[src/rcsf_defs.svh]
`ifndef RCSF_DEFS_SVH
`define RCSF_DEFS_SVH
// ============================================================
// Frame framing bytes and frame type codes.
`define RCSF_DELIM 8'h7e
`define RCSF_T_LCMD 8'h08
`define RCSF_T_LCMDQ 8'h09
`define RCSF_T_RCMD 8'h17
`define RCSF_T_RSP 8'h88
`define RCSF_T_STS 8'h8a
`define RCSF_CK_GOOD 8'hff
`define RCSF_LEN_HI 8'h00
// ============================================================
// Receive byte offsets, counted from the start delimiter.
`define RCSF_O_TYPE 16'h0003
`define RCSF_O_FID 16'h0004
`define RCSF_O_ADDR_F 16'h0005
`define RCSF_O_ADDR_L 16'h000c
`define RCSF_O_OPTS 16'h000f
`define RCSF_O_RNAME 16'h0010
`define RCSF_O_RPAR 16'h0012
`define RCSF_O_LNAME 16'h0005
`define RCSF_O_LPAR 16'h0007
`define RCSF_LAST_ADJ 16'h0002
`define RCSF_OPT_APPLY 8'h02
`define RCSF_PAR_MAX 4'h8
// ============================================================
// Transmit body indices, counted from the frame type byte.
`define RCSF_B_TYPE 4'h0
`define RCSF_B_FID 4'h1
`define RCSF_B_CODE 4'h1
`define RCSF_B_NHI 4'h2
`define RCSF_B_NLO 4'h3
`define RCSF_B_STAT 4'h4
`define RCSF_B_DATA 4'h5
`define RCSF_STS_LEN 4'h2
`define RCSF_RSP_HDR 4'h5
// ============================================================
// Unsolicited status codes, by event bit.
`define RCSF_ST_HWRST 8'h00
`define RCSF_ST_WDT 8'h01
`define RCSF_ST_ASSOC 8'h02
`define RCSF_ST_DISAS 8'h03
`define RCSF_ST_ASSOC2 8'h06
`define RCSF_ST_WAKE 8'h0b
`define RCSF_ST_SLEEP 8'h0c
`define RCSF_ST_OVOLT 8'h0d
`define RCSF_STS_INIT 8'h01
`endif

[src/rcsf_pkg.sv]
package rcsf_pkg;
  // ============================================================
  // Parser and sender states, Gray coded along the normal path.
  typedef enum logic [2:0] {
    RCSF_RX_IDLE = 3'h0,
    RCSF_RX_LENH = 3'h1,
    RCSF_RX_LENL = 3'h3,
    RCSF_RX_BODY = 3'h2,
    RCSF_RX_CSUM = 3'h6
  } rcsf_rx_st_t;

  typedef enum logic [2:0] {
    RCSF_TX_IDLE = 3'h0,
    RCSF_TX_DLM = 3'h1,
    RCSF_TX_LH = 3'h3,
    RCSF_TX_LL = 3'h2,
    RCSF_TX_BODY = 3'h6,
    RCSF_TX_CS = 3'h7
  } rcsf_tx_st_t;

  // ============================================================
  // Whole state of the framer.
  typedef struct packed {
    rcsf_rx_st_t rst;
    logic [15:0] ofs;
    logic [15:0] last;
    logic [7:0] typ;
    logic [7:0] fid;
    logic [63:0] addr;
    logic [7:0] opts;
    logic [15:0] name;
    logic [63:0] par;
    logic [3:0] plen;
    logic cmd_valid;
    logic rmt_valid;
    logic frm_err;
    logic [7:0] lfid;
    logic [15:0] lname;
    logic lquery;
    logic lseen;
    rcsf_tx_st_t tst;
    logic [3:0] idx;
    logic kind;
    logic [7:0] code;
    logic [3:0] blen;
    logic [7:0] rfid;
    logic [15:0] rname;
    logic [2:0] rstat;
    logic [63:0] rdata;
    logic [3:0] dlen;
    logic rhold;
    logic rrdy;
    logic txv;
    logic [7:0] txb;
  } rcsf_state_t;

  typedef struct packed {
    logic [7:0] sum;
  } rcsf_ck_t;

  typedef struct packed {
    logic [7:0] q;
  } rcsf_stk_t;
endpackage

[src/rcsf_framer.sv]
// Summary of operation
// - Type 0x17 carries a remote configuration request.
// - Frame identifier zero suppresses every reply frame.
// - Options bit 0x02 asks immediate apply remotely.
// - Remote command name sits at offsets 16-17.
// - No parameter bytes means query, not write.
// - Parameter values travel as raw binary bytes.
// - Local command types 0x08/0x09 get 0x88 reply.
// - One request may produce several response frames.
// - Response echoes the request command name.
// - Status byte: ok, error, unknown, bad, failure.
// - Data follows status only for query requests.
// - Internal events emit unsolicited 0x8A status frame.
// - Codes 0x00/0x01: hardware and watchdog reset.
// - Codes 0x02/0x06 associate, 0x03 disassociate.
// - Codes 0x0B wake, 0x0C sleep, 0x0D overvoltage.
// - Power-up always emits hardware reset status frame.
// - Checksum is 0xFF minus low byte sum.
`include "rcsf_defs.svh"
`timescale 1ns/100ps
`default_nettype none
module rcsf_framer (
  input wire logic ref_clk_i,
  input wire logic reset_i,
  input wire logic rx_valid_i,
  input wire logic [7:0] rx_byte_i,
  output logic tx_valid_o,
  output logic [7:0] tx_byte_o,
  input wire logic tx_ready_i,
  output logic cmd_valid_o,
  output logic rmt_valid_o,
  output logic frm_err_o,
  output logic [7:0] cmd_type_o,
  output logic [7:0] cmd_fid_o,
  output logic [15:0] cmd_name_o,
  output logic [63:0] cmd_par_o,
  output logic [3:0] cmd_plen_o,
  output logic [63:0] rmt_addr_o,
  output logic rmt_apply_o,
  input wire logic rsp_valid_i,
  output logic rsp_ready_o,
  input wire logic [2:0] rsp_status_i,
  input wire logic [63:0] rsp_data_i,
  input wire logic [3:0] rsp_dlen_i,
  input wire logic [7:0] sts_evt_i
);
  rcsf_pkg::rcsf_state_t st_ff;
  rcsf_pkg::rcsf_state_t nxt_st;
  logic [7:0] rx_sum;
  logic [7:0] tx_sum;
  logic rx_clr;
  logic rx_add;
  logic tx_clr;
  logic tx_add;
  logic tx_acc;
  logic [7:0] pend;
  logic [7:0] pend_clr;
  logic [2:0] sel;
  logic [15:0] len_rx;
  logic [15:0] name_ofs;
  logic [15:0] par_ofs;
  logic is_rmt;
  logic is_loc;
  logic rsp_drop;

  // ============================================================
  // Byte of the frame body at a given index.
  function automatic logic [7:0] body_byte(
    input rcsf_pkg::rcsf_state_t s,
    input logic [3:0] i
  );
    logic [3:0] sh;
    sh = 4'(s.dlen - 4'(i - `RCSF_B_DATA) - 4'h1);
    body_byte = '0;
    if (!s.kind) begin
      if (i == `RCSF_B_TYPE) begin
        body_byte = `RCSF_T_STS;
      end else begin
        body_byte = s.code;
      end
    end else begin
      case (i)
        `RCSF_B_TYPE: body_byte = `RCSF_T_RSP;
        `RCSF_B_FID: body_byte = s.rfid;
        `RCSF_B_NHI: body_byte = s.rname[15:8];
        `RCSF_B_NLO: body_byte = s.rname[7:0];
        `RCSF_B_STAT: body_byte = 8'(s.rstat);
        default: body_byte = s.rdata[{sh[2:0], 3'b000} +: 8];
      endcase
    end
  endfunction

  // ============================================================
  // Status code sent for each event bit.
  function automatic logic [7:0] code_of(input logic [2:0] b);
    case (b)
      3'h0: code_of = `RCSF_ST_HWRST;
      3'h1: code_of = `RCSF_ST_WDT;
      3'h2: code_of = `RCSF_ST_ASSOC;
      3'h3: code_of = `RCSF_ST_DISAS;
      3'h4: code_of = `RCSF_ST_ASSOC2;
      3'h5: code_of = `RCSF_ST_WAKE;
      3'h6: code_of = `RCSF_ST_SLEEP;
      default: code_of = `RCSF_ST_OVOLT;
    endcase
  endfunction

  // ============================================================
  // Checksum accumulators for the receive and send paths.
  rcsf_cksum u_rx_ck (
    .ref_clk_i(ref_clk_i),
    .reset_i(reset_i),
    .clr_i(rx_clr),
    .add_i(rx_add),
    .byte_i(rx_byte_i),
    .sum_o(rx_sum)
  );

  rcsf_cksum u_tx_ck (
    .ref_clk_i(ref_clk_i),
    .reset_i(reset_i),
    .clr_i(tx_clr),
    .add_i(tx_add),
    .byte_i(st_ff.txb),
    .sum_o(tx_sum)
  );

  // Pending status events; hardware reset is pending out of reset.
  rcsf_sticky #(
    .INIT(`RCSF_STS_INIT)
  ) u_pend (
    .ref_clk_i(ref_clk_i),
    .reset_i(reset_i),
    .set_i(sts_evt_i),
    .clr_i(pend_clr),
    .q_o(pend)
  );

  // ============================================================
  // Field placement depends on the frame type caught at offset 3.
  assign is_rmt = (st_ff.typ == `RCSF_T_RCMD);
  assign is_loc = (st_ff.typ == `RCSF_T_LCMD) ||
                  (st_ff.typ == `RCSF_T_LCMDQ);
  assign name_ofs = is_rmt ? `RCSF_O_RNAME : `RCSF_O_LNAME;
  assign par_ofs = is_rmt ? `RCSF_O_RPAR : `RCSF_O_LPAR;
  assign len_rx = {st_ff.last[7:0], rx_byte_i};
  assign tx_acc = st_ff.txv && tx_ready_i;
  assign rx_clr = rx_valid_i && (st_ff.rst == rcsf_pkg::RCSF_RX_LENL);
  assign rx_add = rx_valid_i && (st_ff.rst == rcsf_pkg::RCSF_RX_BODY);
  assign tx_clr = tx_acc && (st_ff.tst == rcsf_pkg::RCSF_TX_LL);
  assign tx_add = tx_acc && (st_ff.tst == rcsf_pkg::RCSF_TX_BODY);
  // Without a live request or with identifier zero, replies vanish.
  assign rsp_drop = !st_ff.lseen || (st_ff.lfid == '0);

  // Lowest pending bit goes first, so a reset report leads.
  always_comb begin
    sel = '0;
    for (int i = 7; i >= 0; i--) begin
      if (pend[i]) begin
        sel = 3'(i);
      end
    end
  end

  // ============================================================
  // Next state: parser, response intake and frame sender.
  always_comb begin
    nxt_st = st_ff;
    pend_clr = '0;
    nxt_st.cmd_valid = 1'b0;
    nxt_st.rmt_valid = 1'b0;
    nxt_st.frm_err = 1'b0;

    // Receive parser; every byte is taken, there is no stall.
    if (rx_valid_i) begin
      case (st_ff.rst)
        rcsf_pkg::RCSF_RX_IDLE: begin
          if (rx_byte_i == `RCSF_DELIM) begin
            nxt_st.rst = rcsf_pkg::RCSF_RX_LENH;
          end
        end
        rcsf_pkg::RCSF_RX_LENH: begin
          nxt_st.last = {8'h00, rx_byte_i};
          nxt_st.rst = rcsf_pkg::RCSF_RX_LENL;
        end
        rcsf_pkg::RCSF_RX_LENL: begin
          // Length counts type through payload; keep last offset.
          nxt_st.last = len_rx + `RCSF_LAST_ADJ;
          nxt_st.ofs = `RCSF_O_TYPE;
          nxt_st.plen = '0;
          nxt_st.par = '0;
          nxt_st.typ = '0;
          if (len_rx == '0) begin
            nxt_st.rst = rcsf_pkg::RCSF_RX_IDLE;
          end else begin
            nxt_st.rst = rcsf_pkg::RCSF_RX_BODY;
          end
        end
        rcsf_pkg::RCSF_RX_BODY: begin
          if (st_ff.ofs == `RCSF_O_TYPE) begin
            nxt_st.typ = rx_byte_i;
          end
          if (st_ff.ofs == `RCSF_O_FID) begin
            nxt_st.fid = rx_byte_i;
          end
          if (is_rmt && st_ff.ofs >= `RCSF_O_ADDR_F &&
              st_ff.ofs <= `RCSF_O_ADDR_L) begin
            nxt_st.addr = {st_ff.addr[55:0], rx_byte_i};
          end
          if (is_rmt && st_ff.ofs == `RCSF_O_OPTS) begin
            nxt_st.opts = rx_byte_i;
          end
          if (st_ff.ofs == name_ofs) begin
            nxt_st.name[15:8] = rx_byte_i;
          end
          if (st_ff.ofs == name_ofs + 16'h0001) begin
            nxt_st.name[7:0] = rx_byte_i;
          end
          // Binary parameter, right aligned; bytes past eight drop.
          if (st_ff.ofs >= par_ofs && st_ff.plen != `RCSF_PAR_MAX) begin
            nxt_st.par = {st_ff.par[55:0], rx_byte_i};
            nxt_st.plen = st_ff.plen + 4'h1;
          end
          if (st_ff.ofs == st_ff.last) begin
            nxt_st.rst = rcsf_pkg::RCSF_RX_CSUM;
          end else begin
            nxt_st.ofs = st_ff.ofs + 16'h0001;
          end
        end
        rcsf_pkg::RCSF_RX_CSUM: begin
          nxt_st.rst = rcsf_pkg::RCSF_RX_IDLE;
          if (8'(rx_sum + rx_byte_i) != `RCSF_CK_GOOD) begin
            nxt_st.frm_err = 1'b1;
          end else if (st_ff.last > name_ofs) begin
            if (is_loc) begin
              nxt_st.cmd_valid = 1'b1;
              nxt_st.lfid = st_ff.fid;
              nxt_st.lname = st_ff.name;
              nxt_st.lquery = (st_ff.plen == '0);
              nxt_st.lseen = 1'b1;
            end else if (is_rmt) begin
              nxt_st.rmt_valid = 1'b1;
            end
          end
        end
        default: nxt_st.rst = rcsf_pkg::RCSF_RX_IDLE;
      endcase
    end

    // Response intake; the core may answer one request many times.
    if (rsp_valid_i && st_ff.rrdy && !rsp_drop) begin
      nxt_st.rhold = 1'b1;
      nxt_st.rrdy = 1'b0;
      nxt_st.rfid = st_ff.lfid;
      nxt_st.rname = st_ff.lname;
      nxt_st.rstat = rsp_status_i;
      nxt_st.rdata = rsp_data_i;
      // A write gets no data bytes; data is capped at eight.
      if (!st_ff.lquery) begin
        nxt_st.dlen = '0;
      end else if (rsp_dlen_i > `RCSF_PAR_MAX) begin
        nxt_st.dlen = `RCSF_PAR_MAX;
      end else begin
        nxt_st.dlen = rsp_dlen_i;
      end
    end

    // Sender; every byte stands until the link takes it.
    case (st_ff.tst)
      rcsf_pkg::RCSF_TX_IDLE: begin
        if (pend != '0) begin
          pend_clr = 8'h01 << sel;
          nxt_st.kind = 1'b0;
          nxt_st.code = code_of(sel);
          nxt_st.blen = `RCSF_STS_LEN;
          nxt_st.txv = 1'b1;
          nxt_st.txb = `RCSF_DELIM;
          nxt_st.tst = rcsf_pkg::RCSF_TX_DLM;
        end else if (st_ff.rhold) begin
          nxt_st.kind = 1'b1;
          nxt_st.blen = `RCSF_RSP_HDR + st_ff.dlen;
          nxt_st.txv = 1'b1;
          nxt_st.txb = `RCSF_DELIM;
          nxt_st.tst = rcsf_pkg::RCSF_TX_DLM;
        end
      end
      rcsf_pkg::RCSF_TX_DLM: begin
        if (tx_acc) begin
          nxt_st.txb = `RCSF_LEN_HI;
          nxt_st.tst = rcsf_pkg::RCSF_TX_LH;
        end
      end
      rcsf_pkg::RCSF_TX_LH: begin
        if (tx_acc) begin
          nxt_st.txb = 8'(st_ff.blen);
          nxt_st.tst = rcsf_pkg::RCSF_TX_LL;
        end
      end
      rcsf_pkg::RCSF_TX_LL: begin
        if (tx_acc) begin
          nxt_st.idx = '0;
          nxt_st.txb = body_byte(st_ff, `RCSF_B_TYPE);
          nxt_st.tst = rcsf_pkg::RCSF_TX_BODY;
        end
      end
      rcsf_pkg::RCSF_TX_BODY: begin
        if (tx_acc) begin
          if (st_ff.idx == st_ff.blen - 4'h1) begin
            nxt_st.txb = `RCSF_CK_GOOD - 8'(tx_sum + st_ff.txb);
            nxt_st.tst = rcsf_pkg::RCSF_TX_CS;
          end else begin
            nxt_st.idx = st_ff.idx + 4'h1;
            nxt_st.txb = body_byte(st_ff, st_ff.idx + 4'h1);
          end
        end
      end
      rcsf_pkg::RCSF_TX_CS: begin
        if (tx_acc) begin
          nxt_st.txv = 1'b0;
          nxt_st.tst = rcsf_pkg::RCSF_TX_IDLE;
          if (st_ff.kind) begin
            nxt_st.rhold = 1'b0;
            nxt_st.rrdy = 1'b1;
          end
        end
      end
      default: begin
        nxt_st.txv = 1'b0;
        nxt_st.tst = rcsf_pkg::RCSF_TX_IDLE;
      end
    endcase

    // Synchronous reset: all quiet, ready for a response.
    if (reset_i) begin
      nxt_st = '0;
      nxt_st.rrdy = 1'b1;
    end
  end

  // State register.
  always_ff @(posedge ref_clk_i) begin
    st_ff <= nxt_st;
  end

  // ============================================================
  // Outputs straight from the state register.
  assign tx_valid_o = st_ff.txv;
  assign tx_byte_o = st_ff.txb;
  assign cmd_valid_o = st_ff.cmd_valid;
  assign rmt_valid_o = st_ff.rmt_valid;
  assign frm_err_o = st_ff.frm_err;
  assign cmd_type_o = st_ff.typ;
  assign cmd_fid_o = st_ff.fid;
  assign cmd_name_o = st_ff.name;
  assign cmd_par_o = st_ff.par;
  assign cmd_plen_o = st_ff.plen;
  assign rmt_addr_o = st_ff.addr;
  assign rmt_apply_o = (st_ff.opts & `RCSF_OPT_APPLY) != '0;
  assign rsp_ready_o = st_ff.rrdy;
endmodule
`default_nettype wire

[src/rcsf_cksum.sv]
`timescale 1ns/100ps
`default_nettype none
// ============================================================
// Running byte sum for one frame body.
module rcsf_cksum (
  input wire logic ref_clk_i,
  input wire logic reset_i,
  input wire logic clr_i,
  input wire logic add_i,
  input wire logic [7:0] byte_i,
  output logic [7:0] sum_o
);
  rcsf_pkg::rcsf_ck_t st_ff;
  rcsf_pkg::rcsf_ck_t nxt_st;

  // Clear wins over add; a cleared sum starts the next frame.
  always_comb begin
    nxt_st = st_ff;
    if (clr_i) begin
      nxt_st.sum = '0;
    end else if (add_i) begin
      nxt_st.sum = 8'(st_ff.sum + byte_i);
    end
    if (reset_i) begin
      nxt_st = '0;
    end
  end

  // State register.
  always_ff @(posedge ref_clk_i) begin
    st_ff <= nxt_st;
  end

  assign sum_o = st_ff.sum;
endmodule
`default_nettype wire

[src/rcsf_sticky.sv]
`timescale 1ns/100ps
`default_nettype none
// ============================================================
// Sticky event flags with a reset pattern.
module rcsf_sticky #(
  parameter logic [7:0] INIT = '0
) (
  input wire logic ref_clk_i,
  input wire logic reset_i,
  input wire logic [7:0] set_i,
  input wire logic [7:0] clr_i,
  output logic [7:0] q_o
);
  rcsf_pkg::rcsf_stk_t st_ff;
  rcsf_pkg::rcsf_stk_t nxt_st;

  // Set wins over clear, so an event in the clearing cycle survives.
  always_comb begin
    nxt_st.q = (st_ff.q & ~clr_i) | set_i;
    if (reset_i) begin
      nxt_st.q = INIT;
    end
  end

  // State register.
  always_ff @(posedge ref_clk_i) begin
    st_ff <= nxt_st;
  end

  assign q_o = st_ff.q;
endmodule
`default_nettype wire

[config.mk]
export PLATFORM = sky130hd
export DESIGN_NAME = rcsf_framer
export DESIGN_NICKNAME = d
export VERILOG_FILES = /design/src/rcsf_pkg.sv /design/src/rcsf_framer.sv /design/src/rcsf_cksum.sv /design/src/rcsf_sticky.sv
export VERILOG_INCLUDE_DIRS = /design/src /design/src/src
export SDC_FILE = /design/constraint.sdc
export NUM_CORES = 1
export LEC_CHECK = 0
export ABC_AREA = 1
export ABC_CLOCK_PERIOD_IN_PS = 4500
export BUFFER_PORTS_ARGS = -buffer_cell sky130_fd_sc_hd__buf_4
export CORE_MARGIN = 3
export CORE_UTILIZATION = 60
export CTS_CLUSTER_SIZE = 28
export DETAILED_ROUTE_END_ITERATION = 10
export PLACE_DENSITY = 0.92
export REMOVE_ABC_BUFFERS = 1
export SYNTH_ARGS = -nofsm -noshare
export SYNTH_HDL_FRONTEND = slang
export SYNTH_HIERARCHICAL = 1
export SYNTH_SLANG_ARGS = --single-unit
[constraint.sdc]
create_clock -name ref_clk_i -period 4.5 [get_ports ref_clk_i]
set_clock_uncertainty 0.2 [all_clocks]
set_input_delay 0 -clock ref_clk_i [delete_from_list [all_inputs] [get_ports ref_clk_i]]
set_output_delay 0 -clock ref_clk_i [all_outputs]
set_load 0.05 [all_outputs]
# Word-level counts from Yosys, hierarchy flattened
# Cells that the tools add are included.
[op_classes]
n_addsub = 13
n_lt_le_gt_ge = 5
n_eq_ne = 45
shift = 2
n_mux = 61
bitwise = 8
n_reduce_logical = 51
[op_table]
columns = ["cell", "n"]
rows = [
  ["68-bit case mux with 2 select lines", 1],
  ["8-bit two-way mux", 10],
  ["8-bit case mux with 5 select lines", 2],
  ["68-bit two-way mux", 1],
  ["16-bit case mux with 2 select lines", 2],
  ["64-bit by 7-bit indexed part select with 8-bit output", 1],
  ["3-bit two-way mux", 17],
  ["3-bit AND reduction", 10],
  ["4-bit case mux with 7 select lines", 1],
  ["4-bit two-way mux", 5],
  ["3-bit by 2-bit equality test with 1-bit output, second input constant", 6],
  ["3-bit equality test, second input constant", 6],
  ["9-bit two-way mux", 2],
  ["3-bit case mux with 6 select lines", 1],
  ["16-bit by 1-bit adder with 16-bit output, second input constant", 1],
  ["16-bit by 2-bit adder with 16-bit output, second input constant", 1],
  ["8-bit adder", 2],
  ["16-bit equality test", 1],
  ["16-bit by 2-bit equality test with 1-bit output, second input constant", 1],
  ["16-bit by 3-bit equality test with 1-bit output, second input constant", 1],
  ["16-bit by 4-bit equality test with 1-bit output, second input constant", 1],
  ["16-bit by 5-bit equality test with 1-bit output", 1],
  ["16-bit by 6-bit equality test with 1-bit output", 1],
  ["8-bit by 4-bit equality test with 1-bit output, second input constant", 2],
  ["other kinds (59)", 108],
]
[word_totals]
regBits = 380
inputBits = 92
out_inout_bits = 178
word_cells = 220

# Longest topological paths before layout
[logic_depth]
depth_word = 14
ltp_mapped = 20
depth_no_buf = 20

# Cells and area by module
# The synthesis kept the hierarchy.
[modules_own_cells]
columns = ["mod", "instances", "cells_each", "area_per_inst_um2", "seq_area_each_um2"]
rows = [
  ["rcsf_framer", 1, 2345, 17663.2, 7026.7],
  ["rcsf_cksum", 2, 96, 674.4, 160.2],
  ["rcsf_sticky", 1, 40, 307.8, 160.2],
]

# Worst setup path after synthesis
# Ideal clock, no wire load.
[synth_path]
path_type = "reg-to-reg"
from = "register st_ff[120] in the netlist's numbering"
to = "register st_ff, in the netlist tx_byte_o[5]"
setup_ns = 0.116
arrival_ns = 2.518
required_time_ns = 4.184
setup_slack_ns = 1.666
path_stages_with_launch = 18
path_buffers = 1
synth_period_minus_slack_ns = 2.834
path_cell_list = "dfxtp_1 > inv_1 > ha_1 > inv_1 > ha_1 > ha_1 > clkinv_1 > clkbuf_1 > a21oi_1 > o21ai_0 > o21ai_0 > nand2_1 > nand2_1 > a21oi_1 > nand3_1 > nand3_1 > o211ai_1 > inv_1"
[synth_between]
elab_chain_cells = 10
word_cells_on_any_way = 17
cone_classes = "4 x add/sub; 5 x eq/ne; 1 x shift; 6 x mux; 1 x reduce/logical"
[synth_rtl]
columns = ["item", "line_no", "rtl"]
rows = [
  ["from (decl)", "rcsf_framer.sv:47", "rcsf_pkg::rcsf_state_t st_ff;"],
  ["from (signal assigned)", "rcsf_framer.sv:342", "st_ff <= nxt_st;"],
  ["4-bit by 1-bit adder with 4-bit output", "rcsf_framer.sv:313", "nxt_st.txb = body_byte(st_ff, st_ff.idx + 4'h1);"],
  ["3-bit subtractor (no source line)", "--", ""],
  ["3-bit subtractor", "rcsf_framer.sv:73", "sh = 4'(s.dlen - 4'(i - `RCSF_B_DATA) - 4'h1);"],
  ["3-bit by 1-bit subtractor with 3-bit output", "rcsf_framer.sv:73", ""],
  ["64-bit by 7-bit indexed part select with 8-bit output", "rcsf_framer.sv:88", "default: body_byte = s.rdata[{sh[2:0], 3'b000} +: 8];"],
  ["8-bit case mux with 5 select lines", "rcsf_framer.sv:82", "case (i)"],
  ["8-bit two-way mux", "rcsf_framer.sv:75", "if (!s.kind) begin"],
  ["8-bit two-way mux *", "rcsf_framer.sv:308", "if (st_ff.idx == st_ff.blen - 4'h1) begin"],
  ["8-bit two-way mux *", "rcsf_framer.sv:307", "if (tx_acc) begin"],
  ["8-bit case mux with 5 select lines *", "rcsf_framer.sv:269", "case (st_ff.tst)"],
]
# Every way passes the cells marked *; elsewhere a longest branch is shown, timed or not. The select of a mux whose other input is x is not followed.
# A chain may end at the register's enable or synchronous reset.

# Final worst setup path
[layout_path]
from = "register st_ff, in the netlist cmd_type_o[5]"
to = "register st_ff, in the netlist cmd_par_o[27]"
[layout_between]
elab_chain_cells = 6
[layout_rtl]
columns = ["item", "line_no", "rtl"]
rows = [
  ["8-bit by 5-bit equality test with 1-bit output (no source line)", "--", ""],
  ["net is_rmt", "rcsf_framer.sv:62", "logic is_rmt;"],
  ["5-bit two-way mux (no source line)", "--", ""],
  ["16-bit by 5-bit >= comparator with 1-bit output", "rcsf_framer.sv:220", "if (st_ff.ofs >= par_ofs && st_ff.plen != `RCSF_PAR_MAX) begin"],
  ["1-bit logical AND (no source line)", "--", ""],
  ["2-bit by 1-bit inequality test with 1-bit output (no source line)", "--", ""],
  ["3-bit AND reduction (no source line)", "--", ""],
]
# The timed path passes the listed nets, and every way through them passes these cells.

==> impl_metrics.py <==
metrics = {
    "cts": {
        "maximum_clock_insertion_buffer_count": 3,
        "cts_setup_buffers": 0,
        "ctsHtreeMaxLevel": 2,
        "cts.reportedPaths.clkPinSlew_ns": 0.07,
        "clock_sinks": 375,
        "cts_root_buf": "sky130_fd_sc_hd__clkbuf_16",
        "cts_tree": "yes",
        "insertion_delay_ns": 0.57,
        "numCtsBuffers": 40,
    },
    "drt": {
        "wl_met3_um": 5880,
        "post_drt_wl_per_cell_um": 19.1,
        "met2RoutedLength_um": 28800,
        "firstDrtPassIters": 6,
        "detail_route.wirelength.met1_um": 21800,
        "routed.top_layer": "met5",
        "dr.first_iter.drc_count": 2063,
        "detailed_route_wl_um": 60300,
        "number_of_remaining_drc_errors": 0,
        "route.detailed.vias_per_inst": 5.83,
        "number_of_routed_nets_with_antenna_violations": 0,
        "dr_total_vias": 18400,
    },
    "setup_path": {
        "kind_of_end_point_of_the_critical_path": "register",
        "critical_path_rt_ns": 4.78,
        "crit_path_cell_trace": "inv_1 > nand2_1 > nor2_1 > nand2_1 > inv_1 > ha_1 > nand2_2 > a211oi_2 > nor2_1 > o21ai_1 > nand2_1 > nand2_1 > nand2_2 > inv_2 > buf_4 > nor2_1 > a211oi_2",
        "worstSetupStartpointType": "register",
        "arrival_ns": 3.82,
        "critical_path.slowest_cell": "sky130_fd_sc_hd__buf_4",
        "worst_path_most_repeated_cell": "sky130_fd_sc_hd__nand2_1",
        "worst-path-max-fanout": 35,
        "timing_worst_setup_path_type": "register to register",
        "cp_slowest_stage_delay_ns": 0.51,
    },
    "logic_synthesis": {
        "synthDistinctLibCells": 55,
        "synth_cells": 2577,
        "ys_async_sr_fraction_pct": 0,
        "post_synthesis_area_per_instance_um2": 7.50,
        "ys.flop_type": "sky130_fd_sc_hd__dfxtp_1",
        "synth_top_family_by_area": "simple AND/OR/NAND/NOR gates",
        "synthSimpleGateAreaFrac_pct": 19.8,
        "post_synth_most_frequent_cells": "sky130_fd_sc_hd__dfxtp_1, sky130_fd_sc_hd__nor2_1, sky130_fd_sc_hd__inv_1, sky130_fd_sc_hd__nand2_1, sky130_fd_sc_hd__a21oi_1",
        "synth_enable_flop_cells": 0,
        "yosys_warnings": 6,
        "synth_adder_area_share_pct": 3.72,
        "synth_top_cell_by_area": "sky130_fd_sc_hd__dfxtp_1",
        "synth_area_in_compound_gates_pct": 18.8,
        "synth_largest_type_area_fraction_pct": 38.9,
        "synth_area_mm2": 0.0193,
        "ys_top_cells_by_area": "sky130_fd_sc_hd__dfxtp_1, sky130_fd_sc_hd__nor2_1, sky130_fd_sc_hd__buf_4, sky130_fd_sc_hd__a21oi_1, sky130_fd_sc_hd__inv_1",
        "synth_xor_area_share_pct": 2.34,
        "yosysMostFrequentCell": "sky130_fd_sc_hd__dfxtp_1",
        "ys_seq_elements": 375,
        "synth-seq-area-share_pct": 38.9,
        "synth.area.mux_share_pct": 0,
    },
    "floorplan": {
        "floorplan.initialDensity_pct": 61.1,
        "area_inside_the_core_boundary_mm2": 0.0316,
        "die_width_um": 185,
        "rows": 65,
        "die_height_um": 185,
        "design.die.area_mm2": 0.0344,
        "i_o_pin_count": 270,
    },
    "timing": {
        "final-hold-violation-count": 0,
        "final.setup.worst_slack_ns": 0.956,
        "max_slew.worst_pin.slew_ns": 1.11,
        "slew_viol_final": 0,
        "setup_viol": 0,
        "fmax_mhz": 282,
        "max-slew-margin-rel_pct": 25.9,
        "unrepaired_setup_endpoints_after_global_routing": "no",
        "fin_crit_sh_pct": 78.7,
        "final_period_demand_of_the_worst_path_ns": 3.54,
        "final.hold.worst_slack_ns": 0.0224,
    },
    "global_route": {
        "largest_net_degree_at_the_start_of_global_routing": 120,
        "grt_first_pass_wirelength_um": 95400,
        "grt.overflow.total": 0,
        "antenna_found_initial": 10,
        "grt_pass1_vias": 18100,
        "gr-usage-all-layers_pct": 34.6,
    },
    "outcome": {
        "outcome": "finished clean",
    },
    "finish": {
        "fin_nets": 2868,
        "postLayoutCellArea_mm2": 0.0227,
        "sequential_cell_area_mm2": 0.00751,
        "layout.core_utilization_pct": 71.7,
        "layout-drive-gt1-share_pct": 18.0,
        "flow.area_growth_from_synthesis_pct": 17.4,
        "area_occupied_by_multi_input_gates_mm2": 0.00865,
        "layout.filler_cells": 2126,
    },
    "hold_path": {
        "hp-class": "input pin to register",
    },
    "run": {
        "drv_cap": 0,
    },
    "place": {
        "post-place-ws_ns": 1.13,
        "post-dp-hpwl_um": 35600,
        "place_area_mm2": 0.0200,
        "number_of_port_buffers": 269,
        "place.gp.congestion": 0.954,
    },
    "power": {
        "cellLeakagePower_nw": 9.79,
        "ir_worst_vdd_uv": 338,
        "power.density_cell_area_mw_per_mm2": 368,
    },
}
## layer usage
metal | track usage, % | vias to the layer above
met1 | 39.0 | 8541
met2 | 58.6 | 1069
met4 | 18.7 | 8
met5 | 0 | -
li1 | - | 8488
met3 | 10.6 | 338
## per-stage QoR
step | total power, mW | std cells | TNS (ns)
finish | 8.34 | 3162 | 0
global route | 8.59 | 3158 | 0
CTS | 8.28 | 3155 | 0
detailed placement | 4.49 | 2970 | 0
global placement | 4.45 | 2970 | 0
floorplan | 4.19 | 2285 | -106.15
## cells by family (layout without fill, tap and decap cells)
family          Yosys count  count (layout)
compound gates          621             621
xor+xnor                 47              47
fa+ha+maj                55              55
buf+inv                 617             793
flops                   375             375
other cells               0               7
simple gates            862             862
## cell type report
class                   instances  area share [%]
repair buffers                394            14.3
clock buffers                  50            4.89
flip-flops and latches        375            33.1
clock inverters                24            1.85
diodes                          7          0.0772
multi-input cells            1585            38.1
inverters                     325            5.41
well taps                     402            2.22
## registers in the layout, summed over array words and instances, names as in the netlist
signal,count
cmd_fid_o,8
cmd_name_o,16
cmd_par_o,64
cmd_plen_o,4
cmd_type_o,8
cmd_valid_o,1
frm_err_o,1
len_rx,8
rmt_addr_o,64
rmt_apply_o,1
rmt_valid_o,1
rsp_ready_o,1
st_ff,165
tx_byte_o,8
tx_valid_o,1
u_pend/q_o,8
u_rx_ck/sum_o,8
u_tx_ck/sum_o,8
## placed cells by master, fill, tap and decap left out, types with 5 or more instances in the layout
cell type | netlist | layout
sky130_fd_sc_hd__o211ai_1 | 8 | 8
sky130_fd_sc_hd__a31oi_1 | 6 | 6
sky130_fd_sc_hd__clkbuf_8 | 0 | 7
sky130_fd_sc_hd__buf_4 | 174 | 282
sky130_fd_sc_hd__nor4_1 | 9 | 9
sky130_fd_sc_hd__inv_2 | 22 | 22
sky130_fd_sc_hd__nand4_1 | 31 | 31
sky130_fd_sc_hd__nand3_1 | 73 | 73
sky130_fd_sc_hd__dlygate4sd3_1 | 0 | 111
sky130_fd_sc_hd__nor3_1 | 23 | 23
sky130_fd_sc_hd__o21ai_0 | 196 | 196
sky130_fd_sc_hd__nand2_2 | 15 | 17
sky130_fd_sc_hd__bufinv_16 | 0 | 9
sky130_fd_sc_hd__a211oi_1 | 29 | 29
sky130_fd_sc_hd__o21ai_1 | 60 | 60
sky130_fd_sc_hd__diode_2 | 0 | 7
sky130_fd_sc_hd__nand3b_1 | 10 | 10
sky130_fd_sc_hd__a21oi_1 | 252 | 252
sky130_fd_sc_hd__clkinv_2 | 0 | 6
sky130_fd_sc_hd__xnor2_1 | 13 | 13
sky130_fd_sc_hd__nor2_1 | 359 | 359
sky130_fd_sc_hd__ha_1 | 51 | 51
sky130_fd_sc_hd__inv_1 | 299 | 299
sky130_fd_sc_hd__dfxtp_1 | 375 | 375
sky130_fd_sc_hd__a211oi_2 | 45 | 45
sky130_fd_sc_hd__nor2_2 | 5 | 5
sky130_fd_sc_hd__a21oi_2 | 5 | 5
sky130_fd_sc_hd__nand3_2 | 7 | 7
sky130_fd_sc_hd__nand2_1 | 294 | 292
sky130_fd_sc_hd__xor2_1 | 30 | 30
sky130_fd_sc_hd__nor3_2 | 11 | 11
sky130_fd_sc_hd__o21a_1 | 9 | 9
sky130_fd_sc_hd__clkbuf_16 | 0 | 40
## power breakdown
group | internal (mW) | switching [mW] | leakage (nW)
Clock | 2.30 | 1.49 | 0.745
Sequential | 3.38 | 0.0822 | 3.02
Combinational | 0.391 | 0.699 | 6.02
Total | 6.07 | 2.27 | 9.79
## final timing paths
kind,start,end,slack [ns],depth (start not counted)
worst min-delay path,sts_evt_i[0],u_pend/q_o[0],0.02,4
worst max register to register,cmd_type_o[5],cmd_par_o[27],0.96,17
worst max-delay path,cmd_type_o[5],cmd_par_o[27],0.96,17
worst min register to register,rmt_addr_o[56],rmt_addr_o[56],0.25,2
## critical path, delay by kind of cell (launching register included)
kind | cells | cell delay (ns)
compound gates | 3 | 0.47
fa+ha+maj | 1 | 0.34
buf+inv | 4 | 1.28
flops | 1 | 0.36
simple gates | 9 | 0.79
## what timing repair did
action                                 in CTS  in global routing
gates resized for setup                     0                  0
hold buffers                              111                  0
endpoints found under the hold margin     165                  0
Note: power is estimated with default switching activity, not from simulation.
